$ cat config.mk
export PLATFORM = sky130hd
export DESIGN_NAME = rcp_parser
export DESIGN_NICKNAME = d
export VERILOG_FILES = /design/src/core/rcp_pkg.sv /design/src/core/rcp_id_rom.sv /design/src/core/rcp_parser.sv
export SDC_FILE = /design/constraint.sdc
export NUM_CORES = 1
export LEC_CHECK = 0
export ABC_AREA = 1
export BUFFER_PORTS_ARGS = -buffer_cell sky130_fd_sc_hd__buf_2
export CORE_MARGIN = 2
export CORE_UTILIZATION = 60
export CTS_CLUSTER_SIZE = 25
export DETAILED_ROUTE_END_ITERATION = 8
export GPL_TIMING_DRIVEN = 0
export PLACE_DENSITY = 0.82
export SKIP_LAST_GASP = 1
export SLEW_MARGIN = 20
export SYNTH_ARGS = -nofsm -noshare
export SYNTH_HDL_FRONTEND = slang
export SYNTH_SLANG_ARGS = --single-unit
$ cat constraint.sdc
create_clock -name clk_in -period 4.2 [get_ports clk_in]
set_input_delay 0.21 -clock clk_in [delete_from_list [all_inputs] [get_ports clk_in]]
set_output_delay 0.21 -clock clk_in [all_outputs]
set_load 0.01 [all_outputs]
$ cat src/core/rcp_pkg.sv
// How it works
// - Upper and lower case letters decode alike.
// - Space, comma and semicolon each end any partial command.
// - Parity bit of every character ignored.
// - Function commands: digit 0 disables, 1 enables.
// - Edit and both latches disabled after reset.
// - Start and stop act on rising edge after reset.
// - Clock polarity: 1 rising, 2 falling.
// - Start/stop polarity: 1 rising, 2 falling.
// - Qualifier polarity: 1 active high, 2 low.
// - No latch enabled means free-running measurements.
// - Latest result held, overwritten by next one.
// - Bus trigger or probe switch marks triggered measurement.
// - After a send request, resume continuous measuring.
// - Any command cancels a pending send request.
// - Error request answers two decimal digits, 00 clean.
// - Identification answers string plus CR LF.
// - Current probe request answers a two-letter code.
// - Summary waits trigger, records probe through gate.
// - Summary code: highs, lows, both, or neither.
// - Polarity byte sent in decimal with fixed weights.
// - Talker gets only the latest held signature, not a queue.
// - Triggered signature request waits for a trigger and the next completion, then sends that signature.
package rcp_pkg;
	// Character handling.
	localparam logic [6:0] CH_CASE   = 7'h20;
	localparam logic [6:0] CH_LOW_A  = 7'h61;
	localparam logic [6:0] CH_LOW_Z  = 7'h7A;
	localparam logic [6:0] CH_SPACE  = 7'h20;
	localparam logic [6:0] CH_COMMA  = 7'h2C;
	localparam logic [6:0] CH_SEMI   = 7'h3B;
	localparam logic [6:0] CH_0      = 7'h30;
	localparam logic [6:0] CH_1      = 7'h31;
	localparam logic [6:0] CH_2      = 7'h32;
	localparam logic [6:0] CH_C      = 7'h43;
	localparam logic [6:0] CH_E      = 7'h45;
	localparam logic [6:0] CH_F      = 7'h46;
	localparam logic [6:0] CH_I      = 7'h49;
	localparam logic [6:0] CH_L      = 7'h4C;
	localparam logic [6:0] CH_P      = 7'h50;
	localparam logic [6:0] CH_Q      = 7'h51;
	localparam logic [6:0] CH_R      = 7'h52;
	localparam logic [6:0] CH_S      = 7'h53;
	localparam logic [6:0] CH_T      = 7'h54;
	localparam logic [6:0] CH_U      = 7'h55;
	localparam logic [7:0] ASC_0     = 8'h30;
	localparam logic [7:0] ASC_A     = 8'h41;
	localparam logic [7:0] ASC_CR    = 8'h0D;
	localparam logic [7:0] ASC_LF    = 8'h0A;
	// Two-letter probe answers.
	localparam logic [15:0] RPT_HIGH  = 16'h4849;
	localparam logic [15:0] RPT_LOW   = 16'h4C4F;
	localparam logic [15:0] RPT_PULSE = 16'h5055;
	localparam logic [15:0] RPT_FLOAT = 16'h464C;
	// Probe indication codes from the probe front end.
	localparam logic [1:0] PRB_HIGH  = 2'h0;
	localparam logic [1:0] PRB_LOW   = 2'h1;
	localparam logic [1:0] PRB_PULSE = 2'h2;
	localparam logic [1:0] PRB_FLOAT = 2'h3;
	// Polarity byte bit positions.
	localparam int POL_CLK  = 0;
	localparam int POL_STA  = 1;
	localparam int POL_STO  = 2;
	localparam int POL_QEN  = 4;
	localparam int POL_QLEV = 5;
	// Identification text; the value is arbitrary.
	localparam logic [3:0]  ID_LEN  = 4'h7;
	localparam logic [55:0] ID_TEXT = 56'h53494741_4E3031;
	// Answer lengths and misc.
	localparam logic [3:0] LEN_ONE = 4'h1;
	localparam logic [3:0] LEN_TWO = 4'h2;
	localparam logic [3:0] LEN_SIG = 4'h4;
	localparam logic [6:0] DEC_TEN = 7'h0A;
	typedef enum logic [3:0] {
		C_NONE, C_RECALL, C_EDIT, C_SIGL, C_UNSL, C_QUAL, C_PCLK, C_PSTA, C_PSTO,
		C_PQUAL, C_ERR, C_ID, C_PROBE, C_SUMMARY, C_POL, C_TRIGSIG
	} rcp_cmd_t;
	typedef enum logic [2:0] {MD_NORMAL, MD_SS_TRIG, MD_SS_SIG, MD_SL_TRIG, MD_SL_ARM, MD_SL_GATE} rcp_mode_t;
	typedef enum logic [1:0] {PS_FIRST, PS_SECOND, PS_ARG} rcp_pstate_t;
	typedef enum logic [1:0] {TX_IDLE, TX_FETCH, TX_LOAD, TX_SEND} rcp_tx_t;
endpackage

$ cat src/core/rcp_id_rom.sv
`timescale 1ns/1ps
module rcp_id_rom import rcp_pkg::*; (
	// Clocking.
	input  wire logic       clk_in,
	input  wire logic       ce_in,
	input  wire logic       sys_rst_in,
	// Read port.
	input  wire logic [3:0] addr_in,
	output logic      [7:0] data_out
);
	logic [7:0] tbl [16];

	// One entry per character of the identification text, first character at address zero.
	genvar gi;
	generate
		for (gi = 0; gi < 16; gi++) begin : g_tbl
			if (gi < ID_LEN) begin : g_used
				assign tbl[gi] = ID_TEXT[8*(ID_LEN-1-gi) +: 8];
			end else begin : g_free
				assign tbl[gi] = 8'h00;
			end
		end
	endgenerate

	// Registered read, one cycle behind the address.
	always_ff @(posedge clk_in) begin
		if (sys_rst_in) begin
			data_out <= 8'h00;
		end else if (ce_in) begin
			data_out <= tbl[addr_in];
		end
	end
endmodule

$ cat src/core/rcp_parser.sv
`timescale 1ns/1ps
module rcp_parser import rcp_pkg::*; (
	// Clock, enable and reset.
	input  wire logic        clk_in,
	input  wire logic        ce_in,
	input  wire logic        sys_rst_in,
	// Command characters from the bus listener.
	input  wire logic [7:0]  cmd_data_in,
	input  wire logic        cmd_valid_in,
	output logic             cmd_ready_out,
	// Trigger sources.
	input  wire logic        bus_trigger_in,
	input  wire logic        probe_switch_in,
	// Measurement engine and probe.
	input  wire logic        meas_done_in,
	input  wire logic [15:0] sig_data_in,
	input  wire logic        gate_active_in,
	input  wire logic        probe_high_in,
	input  wire logic        probe_low_in,
	input  wire logic [1:0]  probe_state_in,
	input  wire logic [6:0]  error_code_in,
	// Answer characters to the bus talker.
	input  wire logic        talker_in,
	output logic [7:0]       tx_data_out,
	output logic             tx_valid_out,
	input  wire logic        tx_ready_in,
	// Settings and status.
	output logic             recall_en_out,
	output logic             edit_en_out,
	output logic             sig_latch_en_out,
	output logic             unstable_latch_en_out,
	output logic             qualify_en_out,
	output logic             clock_rising_out,
	output logic             start_rising_out,
	output logic             stop_rising_out,
	output logic             qual_high_out,
	output logic             free_run_out,
	output logic             triggered_meas_out,
	output logic [15:0]      held_sig_out,
	output logic             send_pending_out
);
	rcp_pstate_t ps_r;
	rcp_mode_t   mode_r;
	rcp_tx_t     tx_r;
	rcp_cmd_t    pair_cmd;
	rcp_cmd_t    exec_cmd;
	logic [6:0]  ch;
	logic [6:0]  c1_r;
	logic [6:0]  c2_r;
	logic        cmd_fire;
	logic        is_sep;
	logic        trig;
	logic        start_cmd;
	logic        start_sum;
	logic        start_sig;
	logic        tx_accept;
	logic        seen_hi_r;
	logic        seen_lo_r;
	logic        sig_pend_r;
	logic        rom_sel_r;
	logic [3:0]  len_r;
	logic [3:0]  idx_r;
	logic [31:0] resp_r;
	logic [7:0]  rom_q;
	logic [7:0]  pol_byte;
	logic [6:0]  pol_val;

	// Hex digit to ASCII for signature answers.
	function automatic logic [7:0] hex_asc(input logic [3:0] n);
		hex_asc = (n < 4'hA) ? ASC_0 + {4'h0, n} : ASC_A + {4'h0, n} - 8'h0A;
	endfunction

	// Two ASCII decimal digits of a value below one hundred.
	function automatic logic [15:0] dec2(input logic [6:0] v);
		logic [6:0] t;
		logic [6:0] o;
		t = v / DEC_TEN;
		o = v % DEC_TEN;
		dec2 = {ASC_0 + {1'b0, t}, ASC_0 + {1'b0, o}};
	endfunction

	// Which command a letter pair names; argument is checked later.
	function automatic rcp_cmd_t classify(input logic [6:0] a, input logic [6:0] b);
		classify = C_NONE;
		if (a == CH_F) begin
			if (b == CH_R) classify = C_RECALL;
			else if (b == CH_E) classify = C_EDIT;
			else if (b == CH_S) classify = C_SIGL;
			else if (b == CH_U) classify = C_UNSL;
			else if (b == CH_Q) classify = C_QUAL;
		end else if (a == CH_P) begin
			if (b == CH_C) classify = C_PCLK;
			else if (b == CH_T) classify = C_PSTA;
			else if (b == CH_P) classify = C_PSTO;
			else if (b == CH_Q) classify = C_PQUAL;
		end else if (a == CH_S) begin
			if (b == CH_E) classify = C_ERR;
			else if (b == CH_I) classify = C_ID;
			else if (b == CH_P) classify = C_POL;
			else if (b == CH_L) classify = C_PROBE;
			else if (b == CH_S) classify = C_TRIGSIG;
		end
	endfunction

	function automatic logic no_arg(input rcp_cmd_t c);
		no_arg = (c == C_ERR) || (c == C_ID) || (c == C_POL);
	endfunction

	// Drop the parity bit and fold lower case onto upper case.
	always_comb begin
		ch = cmd_data_in[6:0];
		if (ch >= CH_LOW_A && ch <= CH_LOW_Z) begin
			ch = ch & ~CH_CASE;
		end
	end

	assign is_sep = (ch == CH_SPACE) || (ch == CH_COMMA) || (ch == CH_SEMI);
	assign cmd_ready_out = (tx_r == TX_IDLE);
	assign cmd_fire = cmd_valid_in && cmd_ready_out;
	assign trig = bus_trigger_in || probe_switch_in;

	// Decide which command, if any, completes with this character.
	always_comb begin
		pair_cmd = classify(c1_r, ps_r == PS_SECOND ? ch : c2_r);
		exec_cmd = C_NONE;
		if (cmd_fire && !is_sep) begin
			if (ps_r == PS_SECOND && no_arg(pair_cmd)) begin
				exec_cmd = pair_cmd;
			end else if (ps_r == PS_ARG) begin
				if (pair_cmd == C_PROBE) begin
					exec_cmd = (ch == CH_1) ? C_PROBE : (ch == CH_2) ? C_SUMMARY : C_NONE;
				end else if (pair_cmd == C_TRIGSIG) begin
					exec_cmd = (ch == CH_1) ? C_TRIGSIG : C_NONE;
				end else begin
					exec_cmd = pair_cmd;
				end
			end
		end
	end

	// Character sequencer; separators abandon any partial command.
	always_ff @(posedge clk_in) begin
		if (sys_rst_in) begin
			ps_r <= PS_FIRST;
			c1_r <= 7'h00;
			c2_r <= 7'h00;
		end else if (ce_in && cmd_fire) begin
			if (is_sep) begin
				ps_r <= PS_FIRST;
			end else begin
				unique case (ps_r)
					PS_FIRST: begin
						c1_r <= ch;
						ps_r <= PS_SECOND;
					end
					PS_SECOND: begin
						c2_r <= ch;
						ps_r <= (pair_cmd != C_NONE && !no_arg(pair_cmd)) ? PS_ARG : PS_FIRST;
					end
					PS_ARG: ps_r <= PS_FIRST;
				endcase
			end
		end
	end

	// Function enables, cleared by reset.
	always_ff @(posedge clk_in) begin
		if (sys_rst_in) begin
			recall_en_out         <= 1'b0;
			edit_en_out           <= 1'b0;
			sig_latch_en_out      <= 1'b0;
			unstable_latch_en_out <= 1'b0;
			qualify_en_out        <= 1'b0;
		end else if (ce_in && (ch == CH_0 || ch == CH_1)) begin
			// Digit 0 disables, digit 1 enables.
			unique case (exec_cmd)
				C_RECALL: recall_en_out         <= (ch == CH_1);
				C_EDIT:   edit_en_out           <= (ch == CH_1);
				C_SIGL:   sig_latch_en_out      <= (ch == CH_1);
				C_UNSL:   unstable_latch_en_out <= (ch == CH_1);
				C_QUAL:   qualify_en_out        <= (ch == CH_1);
				default: ;
			endcase
		end
	end

	// Edge and level polarities; 1 selects rising or high, 2 falling or low.
	always_ff @(posedge clk_in) begin
		if (sys_rst_in) begin
			clock_rising_out <= 1'b1;
			start_rising_out <= 1'b1;
			stop_rising_out  <= 1'b1;
			qual_high_out    <= 1'b1;
		end else if (ce_in && (ch == CH_1 || ch == CH_2)) begin
			unique case (exec_cmd)
				C_PCLK:  clock_rising_out <= (ch == CH_1);
				C_PSTA:  start_rising_out <= (ch == CH_1);
				C_PSTO:  stop_rising_out  <= (ch == CH_1);
				C_PQUAL: qual_high_out    <= (ch == CH_1);
				default: ;
			endcase
		end
	end

	// Free running whenever neither latch is on.
	assign free_run_out = !sig_latch_en_out && !unstable_latch_en_out;

	// Next measurement is a triggered one; a new trigger beats the clear.
	always_ff @(posedge clk_in) begin
		if (sys_rst_in) begin
			triggered_meas_out <= 1'b0;
		end else if (ce_in) begin
			if (trig) begin
				triggered_meas_out <= 1'b1;
			end else if (meas_done_in) begin
				triggered_meas_out <= 1'b0;
			end
		end
	end

	// Latest signature is held and replaced by the next completion.
	always_ff @(posedge clk_in) begin
		if (sys_rst_in) begin
			held_sig_out <= 16'h0000;
		end else if (ce_in && meas_done_in) begin
			held_sig_out <= sig_data_in;
		end
	end

	// Send-data request tracking.
	always_ff @(posedge clk_in) begin
		if (sys_rst_in) begin
			mode_r <= MD_NORMAL;
		end else if (ce_in) begin
			if (exec_cmd != C_NONE) begin
				// Any command drops a waiting request.
				mode_r <= (exec_cmd == C_TRIGSIG) ? MD_SS_TRIG : (exec_cmd == C_SUMMARY) ? MD_SL_TRIG : MD_NORMAL;
			end else begin
				unique case (mode_r)
					MD_NORMAL:  ;
					MD_SS_TRIG: if (trig) mode_r <= MD_SS_SIG;
					MD_SS_SIG:  if (start_sig) mode_r <= MD_NORMAL;
					MD_SL_TRIG: if (trig) mode_r <= MD_SL_ARM;
					MD_SL_ARM:  if (gate_active_in) mode_r <= MD_SL_GATE;
					MD_SL_GATE: if (start_sum) mode_r <= MD_NORMAL;
				endcase
			end
		end
	end

	assign send_pending_out = (mode_r != MD_NORMAL);

	// Probe levels seen during the triggered gate.
	always_ff @(posedge clk_in) begin
		if (sys_rst_in) begin
			seen_hi_r <= 1'b0;
			seen_lo_r <= 1'b0;
		end else if (ce_in) begin
			if (mode_r == MD_SL_TRIG) begin
				seen_hi_r <= 1'b0;
				seen_lo_r <= 1'b0;
			end else if ((mode_r == MD_SL_ARM || mode_r == MD_SL_GATE) && gate_active_in) begin
				seen_hi_r <= seen_hi_r || probe_high_in;
				seen_lo_r <= seen_lo_r || probe_low_in;
			end
		end
	end

	// Signature waiting for the talker; a new completion wins over the clear.
	always_ff @(posedge clk_in) begin
		if (sys_rst_in) begin
			sig_pend_r <= 1'b0;
		end else if (ce_in) begin
			if (meas_done_in && (mode_r == MD_NORMAL || mode_r == MD_SS_SIG)) begin
				sig_pend_r <= 1'b1;
			end else if (start_sig || exec_cmd == C_TRIGSIG || exec_cmd == C_SUMMARY) begin
				sig_pend_r <= 1'b0;
			end
		end
	end

	// Who starts the answer engine; command answers come first.
	assign start_cmd = (exec_cmd == C_ERR) || (exec_cmd == C_ID) || (exec_cmd == C_PROBE) || (exec_cmd == C_POL);
	assign start_sum = (tx_r == TX_IDLE) && !start_cmd && mode_r == MD_SL_GATE && !gate_active_in;
	assign start_sig = (tx_r == TX_IDLE) && !start_cmd && !start_sum && sig_pend_r && talker_in &&
		(mode_r == MD_NORMAL || mode_r == MD_SS_SIG);

	// Polarity byte; unused weights stay zero.
	always_comb begin
		pol_byte = 8'h00;
		pol_byte[POL_CLK]  = clock_rising_out;
		pol_byte[POL_STA]  = start_rising_out;
		pol_byte[POL_STO]  = stop_rising_out;
		pol_byte[POL_QEN]  = qualify_en_out;
		pol_byte[POL_QLEV] = qual_high_out;
		pol_val = pol_byte[6:0];
	end

	// Answer body: loaded at start, shifted one byte per sent body byte.
	always_ff @(posedge clk_in) begin
		if (sys_rst_in) begin
			resp_r    <= 32'h0000_0000;
			len_r     <= 4'h0;
			rom_sel_r <= 1'b0;
		end else if (ce_in) begin
			if (start_cmd) begin
				rom_sel_r <= (exec_cmd == C_ID);
				unique case (exec_cmd)
					C_ERR: begin
						resp_r <= {dec2(error_code_in), 16'h0000};
						len_r  <= LEN_TWO;
					end
					C_ID: len_r <= ID_LEN;
					C_PROBE: begin
						unique case (probe_state_in)
							PRB_HIGH:  resp_r <= {RPT_HIGH, 16'h0000};
							PRB_LOW:   resp_r <= {RPT_LOW, 16'h0000};
							PRB_PULSE: resp_r <= {RPT_PULSE, 16'h0000};
							PRB_FLOAT: resp_r <= {RPT_FLOAT, 16'h0000};
						endcase
						len_r <= LEN_TWO;
					end
					default: begin
						// Decimal without a leading zero.
						if (pol_val < DEC_TEN) begin
							resp_r <= {dec2(pol_val), 16'h0000} << 8;
							len_r  <= LEN_ONE;
						end else begin
							resp_r <= {dec2(pol_val), 16'h0000};
							len_r  <= LEN_TWO;
						end
					end
				endcase
			end else if (start_sum) begin
				rom_sel_r <= 1'b0;
				len_r     <= LEN_TWO;
				if (seen_hi_r && seen_lo_r) resp_r <= {RPT_PULSE, 16'h0000};
				else if (seen_hi_r) resp_r <= {RPT_HIGH, 16'h0000};
				else if (seen_lo_r) resp_r <= {RPT_LOW, 16'h0000};
				else resp_r <= {RPT_FLOAT, 16'h0000};
			end else if (start_sig) begin
				rom_sel_r <= 1'b0;
				len_r     <= LEN_SIG;
				resp_r    <= {hex_asc(held_sig_out[15:12]), hex_asc(held_sig_out[11:8]),
					hex_asc(held_sig_out[7:4]), hex_asc(held_sig_out[3:0])};
			end else if (tx_accept && idx_r < len_r) begin
				resp_r <= resp_r << 8;
			end
		end
	end

	assign tx_accept = (tx_r == TX_SEND) && tx_ready_in;
	assign tx_valid_out = (tx_r == TX_SEND);

	// Answer engine: body bytes, then CR and LF.
	always_ff @(posedge clk_in) begin
		if (sys_rst_in) begin
			tx_r        <= TX_IDLE;
			idx_r       <= 4'h0;
			tx_data_out <= 8'h00;
		end else if (ce_in) begin
			unique case (tx_r)
				TX_IDLE: begin
					if (start_cmd || start_sum || start_sig) begin
						idx_r <= 4'h0;
						tx_r  <= TX_FETCH;
					end
				end
				TX_FETCH: tx_r <= TX_LOAD;
				TX_LOAD: begin
					if (idx_r < len_r) begin
						tx_data_out <= rom_sel_r ? rom_q : resp_r[31:24];
					end else if (idx_r == len_r) begin
						tx_data_out <= ASC_CR;
					end else begin
						tx_data_out <= ASC_LF;
					end
					tx_r <= TX_SEND;
				end
				TX_SEND: begin
					if (tx_ready_in) begin
						if (idx_r == len_r + 4'h1) begin
							tx_r <= TX_IDLE;
						end else begin
							idx_r <= idx_r + 4'h1;
							tx_r  <= TX_FETCH;
						end
					end
				end
			endcase
		end
	end

	// Identification text store.
	rcp_id_rom u_id_rom (
		.clk_in     (clk_in),
		.ce_in      (ce_in),
		.sys_rst_in (sys_rst_in),
		.addr_in    (idx_r),
		.data_out   (rom_q)
	);
endmodule

[Word-level counts from Yosys, hierarchy flattened]
Memory sizes are Yosys's and may differ from the RTL's. A register that Yosys moved wholly into a read port is not among the register bits.
Index checks and enable logic that the tools add are counted.
Storage, ports and cells
  memories kept: 1
  memory bits (read-only): 128
  word-level logic and storage cells: 282
  output and inout port bits: 38
  flip-flop bits (word level): 99
Cells by class
  bitwise gates (word level): 2
  divide/modulo/power cells: 4
  muxes and demuxes: 80
  magnitude comparators: 8
  reduce and logical (&&, ||, !) cells: 82
  add/sub/neg operators: 18
  equal/unequal tests: 63
Memory list
  (no name shown): words 16, width 8, read ports 1, clocked after memory_dff 1, write ports 0, RTL line rcp_id_rom.sv:30  | data_out <= tbl[addr_in];
Operator list (number)
  32-bit 2-to-1 mux: 5
  32-bit case mux with 4 select lines: 1
  4-bit 2-to-1 mux: 27
  32-bit case mux with 3 select lines: 1
  7-bit == test (second input constant): 13
  28-bit 2-to-1 mux: 2
  4-bit == test (second input constant): 13
  8-bit 2-to-1 mux: 6
  7-bit by 6-bit == test with 1-bit output (second input constant): 6
  3-bit 2-to-1 mux: 11
  6-bit by 7-bit adder with 8-bit output (first input constant): 4
  7-bit by 4-bit adder with 8-bit output (first input constant): 4
  8-bit by 4-bit subtractor with 8-bit output (second input constant): 4
  2-bit AND reduction: 15
  29-bit 2-to-1 mux: 1
  6-bit by 4-bit adder with 7-bit output (first input constant): 4
  1-bit logical AND: 22
  1-bit logical OR: 18
  4-bit by 3-bit == test with 1-bit output (second input constant): 4
  4-bit less-than comparator (second input constant): 4
  3-bit != test (second input constant): 5
  3-bit case mux with 5 select lines: 1
  2-bit 2-to-1 mux: 7
  1-bit 2-to-1 mux: 12
  38 further kinds: 67

[Logic depth before layout (Yosys ltp)]
  depth after elaboration: 36
  mapped depth: 33

[Modules after synthesis]
A second synthesis with hierarchy kept.
Unflattened totals
  cells, all modules: 1099
  area total of the unflattened synthesis: 7111.8 µm²
By module, submodules not included
  rcp_parser: times used 1, area each 6739.0 µm², cells an instance 1048, sequential area each 1921.8 µm²
  rcp_id_rom: times used 1, area each 372.9 µm², cells an instance 51, sequential area each 140.1 µm²

[Worst setup path after synthesis]
No wires, ideal clock.
  path kind: flip-flop to flip-flop
  start: register ps_r[1]
  end: register resp_r[18]
  stages on the path, launching flop included: 31
  setup slack: 0.835 ns
  arrival time: 3.248 ns
  data required time: 4.083 ns
  buffers on the path: 2
  period minus slack after synthesis: 3.365 ns
  library setup time: 0.117 ns
  cells stage by stage: dfxtp_1 inv_1 ha_1 buf_4 o21ai_2 nand2_2 nor2_1 nand2_1 nor2_1 nor2_1 nand2_2 nand3_2 nand2_4 inv_4 nand2_1 nand2_2 nor2_4 inv_2 buf_6 nand2_1 nand2_2 nor2_2 nand2_1 nand2_4 nor2_4 a21oi_2 nand2_1 nand2_1 nand2_1 nor3_1 nor2_1
On the way
  longest elaborated chain between the ends: 33
  elaborated cells on any way between the ends: 66
  classes of those cells: eq/ne (22); mux (27); reduce/logical (17)
RTL lines
  from (decl): RTL line rcp_parser.sv:42  | rcp_pstate_t ps_r;
  from (signal assigned): RTL line rcp_parser.sv:158  | ps_r <= (pair_cmd != C_NONE && !no_arg(pair_cmd)) ? PS_ARG : PS_FIRST;
  2-bit by 1-bit == test with 1-bit output: RTL line rcp_parser.sv:124, rcp_parser.sv:127
  7-bit 2-to-1 mux
  7-bit == test: RTL line rcp_parser.sv:88, rcp_parser.sv:101
  4-bit 2-to-1 mux: RTL line rcp_parser.sv:101  | else if (b == CH_S) classify = C_TRIGSIG;
  4-bit 2-to-1 mux: RTL line rcp_parser.sv:100  | else if (b == CH_L) classify = C_PROBE;
  4-bit 2-to-1 mux: RTL line rcp_parser.sv:99  | else if (b == CH_P) classify = C_POL;
  4-bit 2-to-1 mux: RTL line rcp_parser.sv:98  | else if (b == CH_I) classify = C_ID;
  4-bit 2-to-1 mux: RTL line rcp_parser.sv:97  | if (b == CH_E) classify = C_ERR;
  [... 13 more ...]
  1-bit zero test: RTL line rcp_parser.sv:284, rcp_parser.sv:285
  1-bit logical AND: RTL line rcp_parser.sv:284, rcp_parser.sv:285
  1-bit logical AND (2 in series): RTL line rcp_parser.sv:284  | assign start_sum = (tx_r == TX_IDLE) && !start_cmd && mode_r == MD_SL_GATE && !gate_active_in;
  1-bit zero test: RTL line rcp_parser.sv:285  | assign start_sig = (tx_r == TX_IDLE) && !start_cmd && !start_sum && sig_pend_r && talker_in &&
  1-bit logical AND (4 in series): RTL line rcp_parser.sv:285
  32-bit 2-to-1 mux: RTL line rcp_parser.sv:341  | end else if (start_sig) begin
  32-bit 2-to-1 mux: RTL line rcp_parser.sv:334  | end else if (start_sum) begin
  32-bit 2-to-1 mux: RTL line rcp_parser.sv:306  | if (start_cmd) begin
  to (signal assigned): RTL line rcp_parser.sv:337  | if (seen_hi_r && seen_lo_r) resp_r <= {RPT_PULSE, 16'h0000};
  to (signal assigned): RTL line rcp_parser.sv:340  | else resp_r <= {RPT_FLOAT, 16'h0000};
  to (signal assigned): RTL line rcp_parser.sv:344  | resp_r <= {hex_asc(held_sig_out[15:12]), hex_asc(held_sig_out[11:8]),
  to (decl): RTL line rcp_parser.sv:63  | logic [31:0] resp_r;
Mark *: on every way between the ends. The rest lies on a longest branch, timed or not.
A chain may end at the register's enable or synchronous reset.

[Final worst setup path]
  start: register ps_r[1]
  end: register resp_r[1]
Same word-level chain as after synthesis.

==> Implementation_results.wiki <==
{| class="wikitable"
! Metric !! Value
|-
| Slowest CP cell || sky130_fd_sc_hd__dfxtp_1
|-
| Total wire length || 20100 um
|-
| Final Max Tran Viols || 0
|-
| Antenna violations before repair || 0
|-
| Cell with the most instances on the worst path || sky130_fd_sc_hd__nand2_1
|-
| Async set-or-reset flop fraction in the synthesized netlist || 0%
|-
| Synthesized cell area || 7023 um^2
|-
| Wire length of the first global-routing pass || 32560 um
|-
| Most numerous cell types in the synthesized netlist || sky130_fd_sc_hd__nand2_1, sky130_fd_sc_hd__inv_1, sky130_fd_sc_hd__nor2_1
|-
| Number of distinct library cell variants in the gate-level netlist after synthesis || between 50 and 60
|-
| Ant diodes || 0
|-
| Clock transition at the registers of the reported paths || 0.07 ns
|-
| Number of instances in the synthesized netlist || 1088
|-
| Starting density of the core || between 60% and 70%
|-
| Number of detailed-routing iterations run before antenna repair || 6
|-
| Inserted Clock Buffers || 9
|-
| Mean cell area of the mapped netlist || 6.455 um^2
|-
| Layout fillers || 1007
|-
| Via density per instance || 5.714
|-
| Layout Cells excl Fill || roughly 1300
|-
| Number of port buffers || 79
|-
| Hold-fix buffers at CTS || 0
|-
| Count of H-tree levels built during CTS || 3
|-
| Number of top-level pins || 83
|-
| Static Leakage || 3.701 nW
|-
| Die W || 112.2 um
|-
| Final worst-path cycle share || 94.74%
|-
| Std-Cell Core Area || ~11000 um^2
|-
| Number of violations of the max-capacitance limit || 0
|-
| Clock tree from TritonCTS || yes
|-
| Capturing element type of the critical path || register
|-
| Critical path data required time || 4.47 ns
|-
| Final nets || 1257
|-
| Number of DRC markers in iteration 0 || between 600 and 700
|-
| Maximum cell stage delay along the critical path || around 0.33 ns
|-
| Number of storage elements in the synthesis netlist || 103
|-
| Vias in the first global route || roughly 6900
|-
| Clock Path Buffers || 2
|-
| Synth Warn # || 0
|-
| Clk Tree Root Cell || sky130_fd_sc_hd__clkbuf_16
|-
| Slew at the pin closest to its max-slew limit || a little over 0.8 ns
|-
| Power density over cell area || 315.9 nW/um^2
|-
| Die area || 12590 um^2
|-
| Count of cells along the worst hold path || 3
|-
| FMAX || 251.3 MHz
|-
| Worst Path Arrival || 4.25 ns
|-
| Top cell type by total area after synthesis || sky130_fd_sc_hd__dfxtp_1
|-
| Most instantiated library cell after synthesis || sky130_fd_sc_hd__nand2_1
|-
| GRT Resource Usage Total || a little under a third
|-
| GPL Wtd Cong || 0.9463
|-
| Period minus WS final || a little under 4 ns
|-
| Maximum number of pins on one net before global-route repair || 21
|-
| Vias post-DR || 7600
|-
| Insertion delay to the later sink of the worst-skew pair || 0.36 ns
|-
| Dominant register cell in the synthesized netlist || sky130_fd_sc_hd__dfxtp_1
|-
| Top fanout value on the critical path || 10
|-
| Clock skew || 0.01074 ns
|-
| Worst vdd ir || 0.2837 mV
|-
| DP Wirelength || ~15000 um
|-
| # placed instances || 1310
|-
| Footprint of the flip-flops and latches || a little over 2000 um^2
|-
| Count of flip-flops with a built-in enable after synthesis || 0
|-
| Path type of the worst setup path || register to register
|-
| Row count || 39
|-
| Residual antenna-violating net count after detailed routing || 0
|-
| Final setup violation count || 0
|-
| Headroom to the max-slew limit || 45.39%
|-
| Share of the synthesized area in the top cell type || 29.36%
|-
| Register area share after synthesis || a little under 30%
|-
| Area added between synthesis and finish || 14.89%
|-
| Worst min-delay path category || primary input to register
|-
| Cell types with the largest area share after synthesis || sky130_fd_sc_hd__dfxtp_1, sky130_fd_sc_hd__nand2_1, sky130_fd_sc_hd__inv_1
|-
| Run status || completed
|-
| Sinks on Clock Net || 103
|-
| Die boundary height || roughly 110 um
|-
| Post-Syn Nets || 1163
|-
| Share of final-layout standard cells stronger than drive strength 1 || 16.09%
|-
| Footprint of the multi-input gates || approximately 4400 um^2
|-
| Depth of the worst register-to-register path || 30
|-
| Total congestion overflow || 0
|-
| Hold WS || 0.09852 ns
|-
| Number of endpoints with negative hold slack in the final report || 0
|-
| Drt wl/cell || around 15 um
|-
| Startpoint class of the critical path || register
|-
| Post-route DRC violation count || 0
|}
==> registers in the layout, summed over array words and instances (netlist names), 2 cells and up <==
register / count
c1_r: 7
idx_r: 4
resp_r: 30
tx_data_out: 8
tx_r: 2
len_r: 3
mode_r: 3
c2_r: 7
held_sig_out: 16
ps_r: 2
u_id_rom.data_out: 7
==> cells by family after synthesis <==
| group | synth area share, % |
|---|---|
| multiplexers | 0.1425 |
| buffers and inverters | 10.10 |
| flip-flops | 29.36 |
| AO/OA/AOI/OAI | 20.13 |
| adder cells (fa/ha/maj) | 5.345 |
| XOR/XNOR | 2.120 |
| AND/OR/NAND/NOR | 32.80 |
==> report_power, final <==
group	leakage, nW	internal (mW)	switching (mW)
clock network	0.159	0.484	0.424
logic	2.70	0.184	0.387
registers	0.838	1.03	0.0408
==> worst paths after layout <==
path | startpoint | endpoint | slack (ns)
max | ps_r[1] | resp_r[1] | 0.22
min | sig_data_in[10] | held_sig_out[10] | 0.1
max reg2reg | ps_r[1] | resp_r[1] | 0.22
min reg2reg | c1_r[5] | c1_r[5] | 0.46
==> final cells by class <==
class,instances,share of cell area (%)
sequential,103,25.55
tap,143,2.217
multi-input combinational,811,54.15
buffer,33,2.202
timing repair buffer,82,5.179
clock inverter,7,1.209
inverter,142,6.699
clock buffer,9,2.791
==> routing by layer <==
layer  up-vias  part of all wire (%)  wire length, um  GRT usage (%)
met5         -                     0                0              0
met4         0                   4.6              924          15.53
met3        69                   6.5             1313          5.670
met2       288                    45             8979          49.64
met1      3454                    44             8883          41.59
li1       3789                     -                -              -
==> layout by cell type (no fill, tap or decap), drive strengths merged, types with 2 or more instances in the layout <==
master,count
nand2,266
inv,146
nor2,128
dfxtp,103
a21oi,100
o21ai,100
buf,94
nand3,72
ha,30
clkbuf,30
nor3,19
nand4,18
o211ai,16
xor2,15
or2,6
a211oi,6
o22ai,5
nor4,4
a31oi,4
nor3b,3
o311ai,3
o2111ai,2
xnor2,2
o31ai,2
a22oi,2
clkinv,2
==> repair_timing <==
item | CTS | global route
buffers inserted | 0 | 3
gates resized for setup | 0 | 32
endpoints found under the setup margin | 0 | 44
==> worst max-delay path, delay by kind of cell, from the launching register on <==
family / cells / cell delay [ns]
buf+inv: 7 / 0.95
simple gates: 19 / 2.02
compound gates: 3 / 0.40
fa+ha+maj: 1 / 0.17
flops: 1 / 0.33
==> stage by stage <==
step                setup slack, ns  setup TNS [ns]  area (um^2)  power [mW]  utilization [%]
floorplan                    0.8349               0         7023       1.470                -
global placement             0.1465               0         7597       1.617            66.54
detailed placement           0.1788               0         7597       1.630            66.54
CTS                          0.1454               0         7920       2.523            69.36
global route               -0.04728         -0.1496         8069       2.676            70.67
finish                       0.2210               0         8069       2.549            70.67
(Power assumes the default switching activity.)
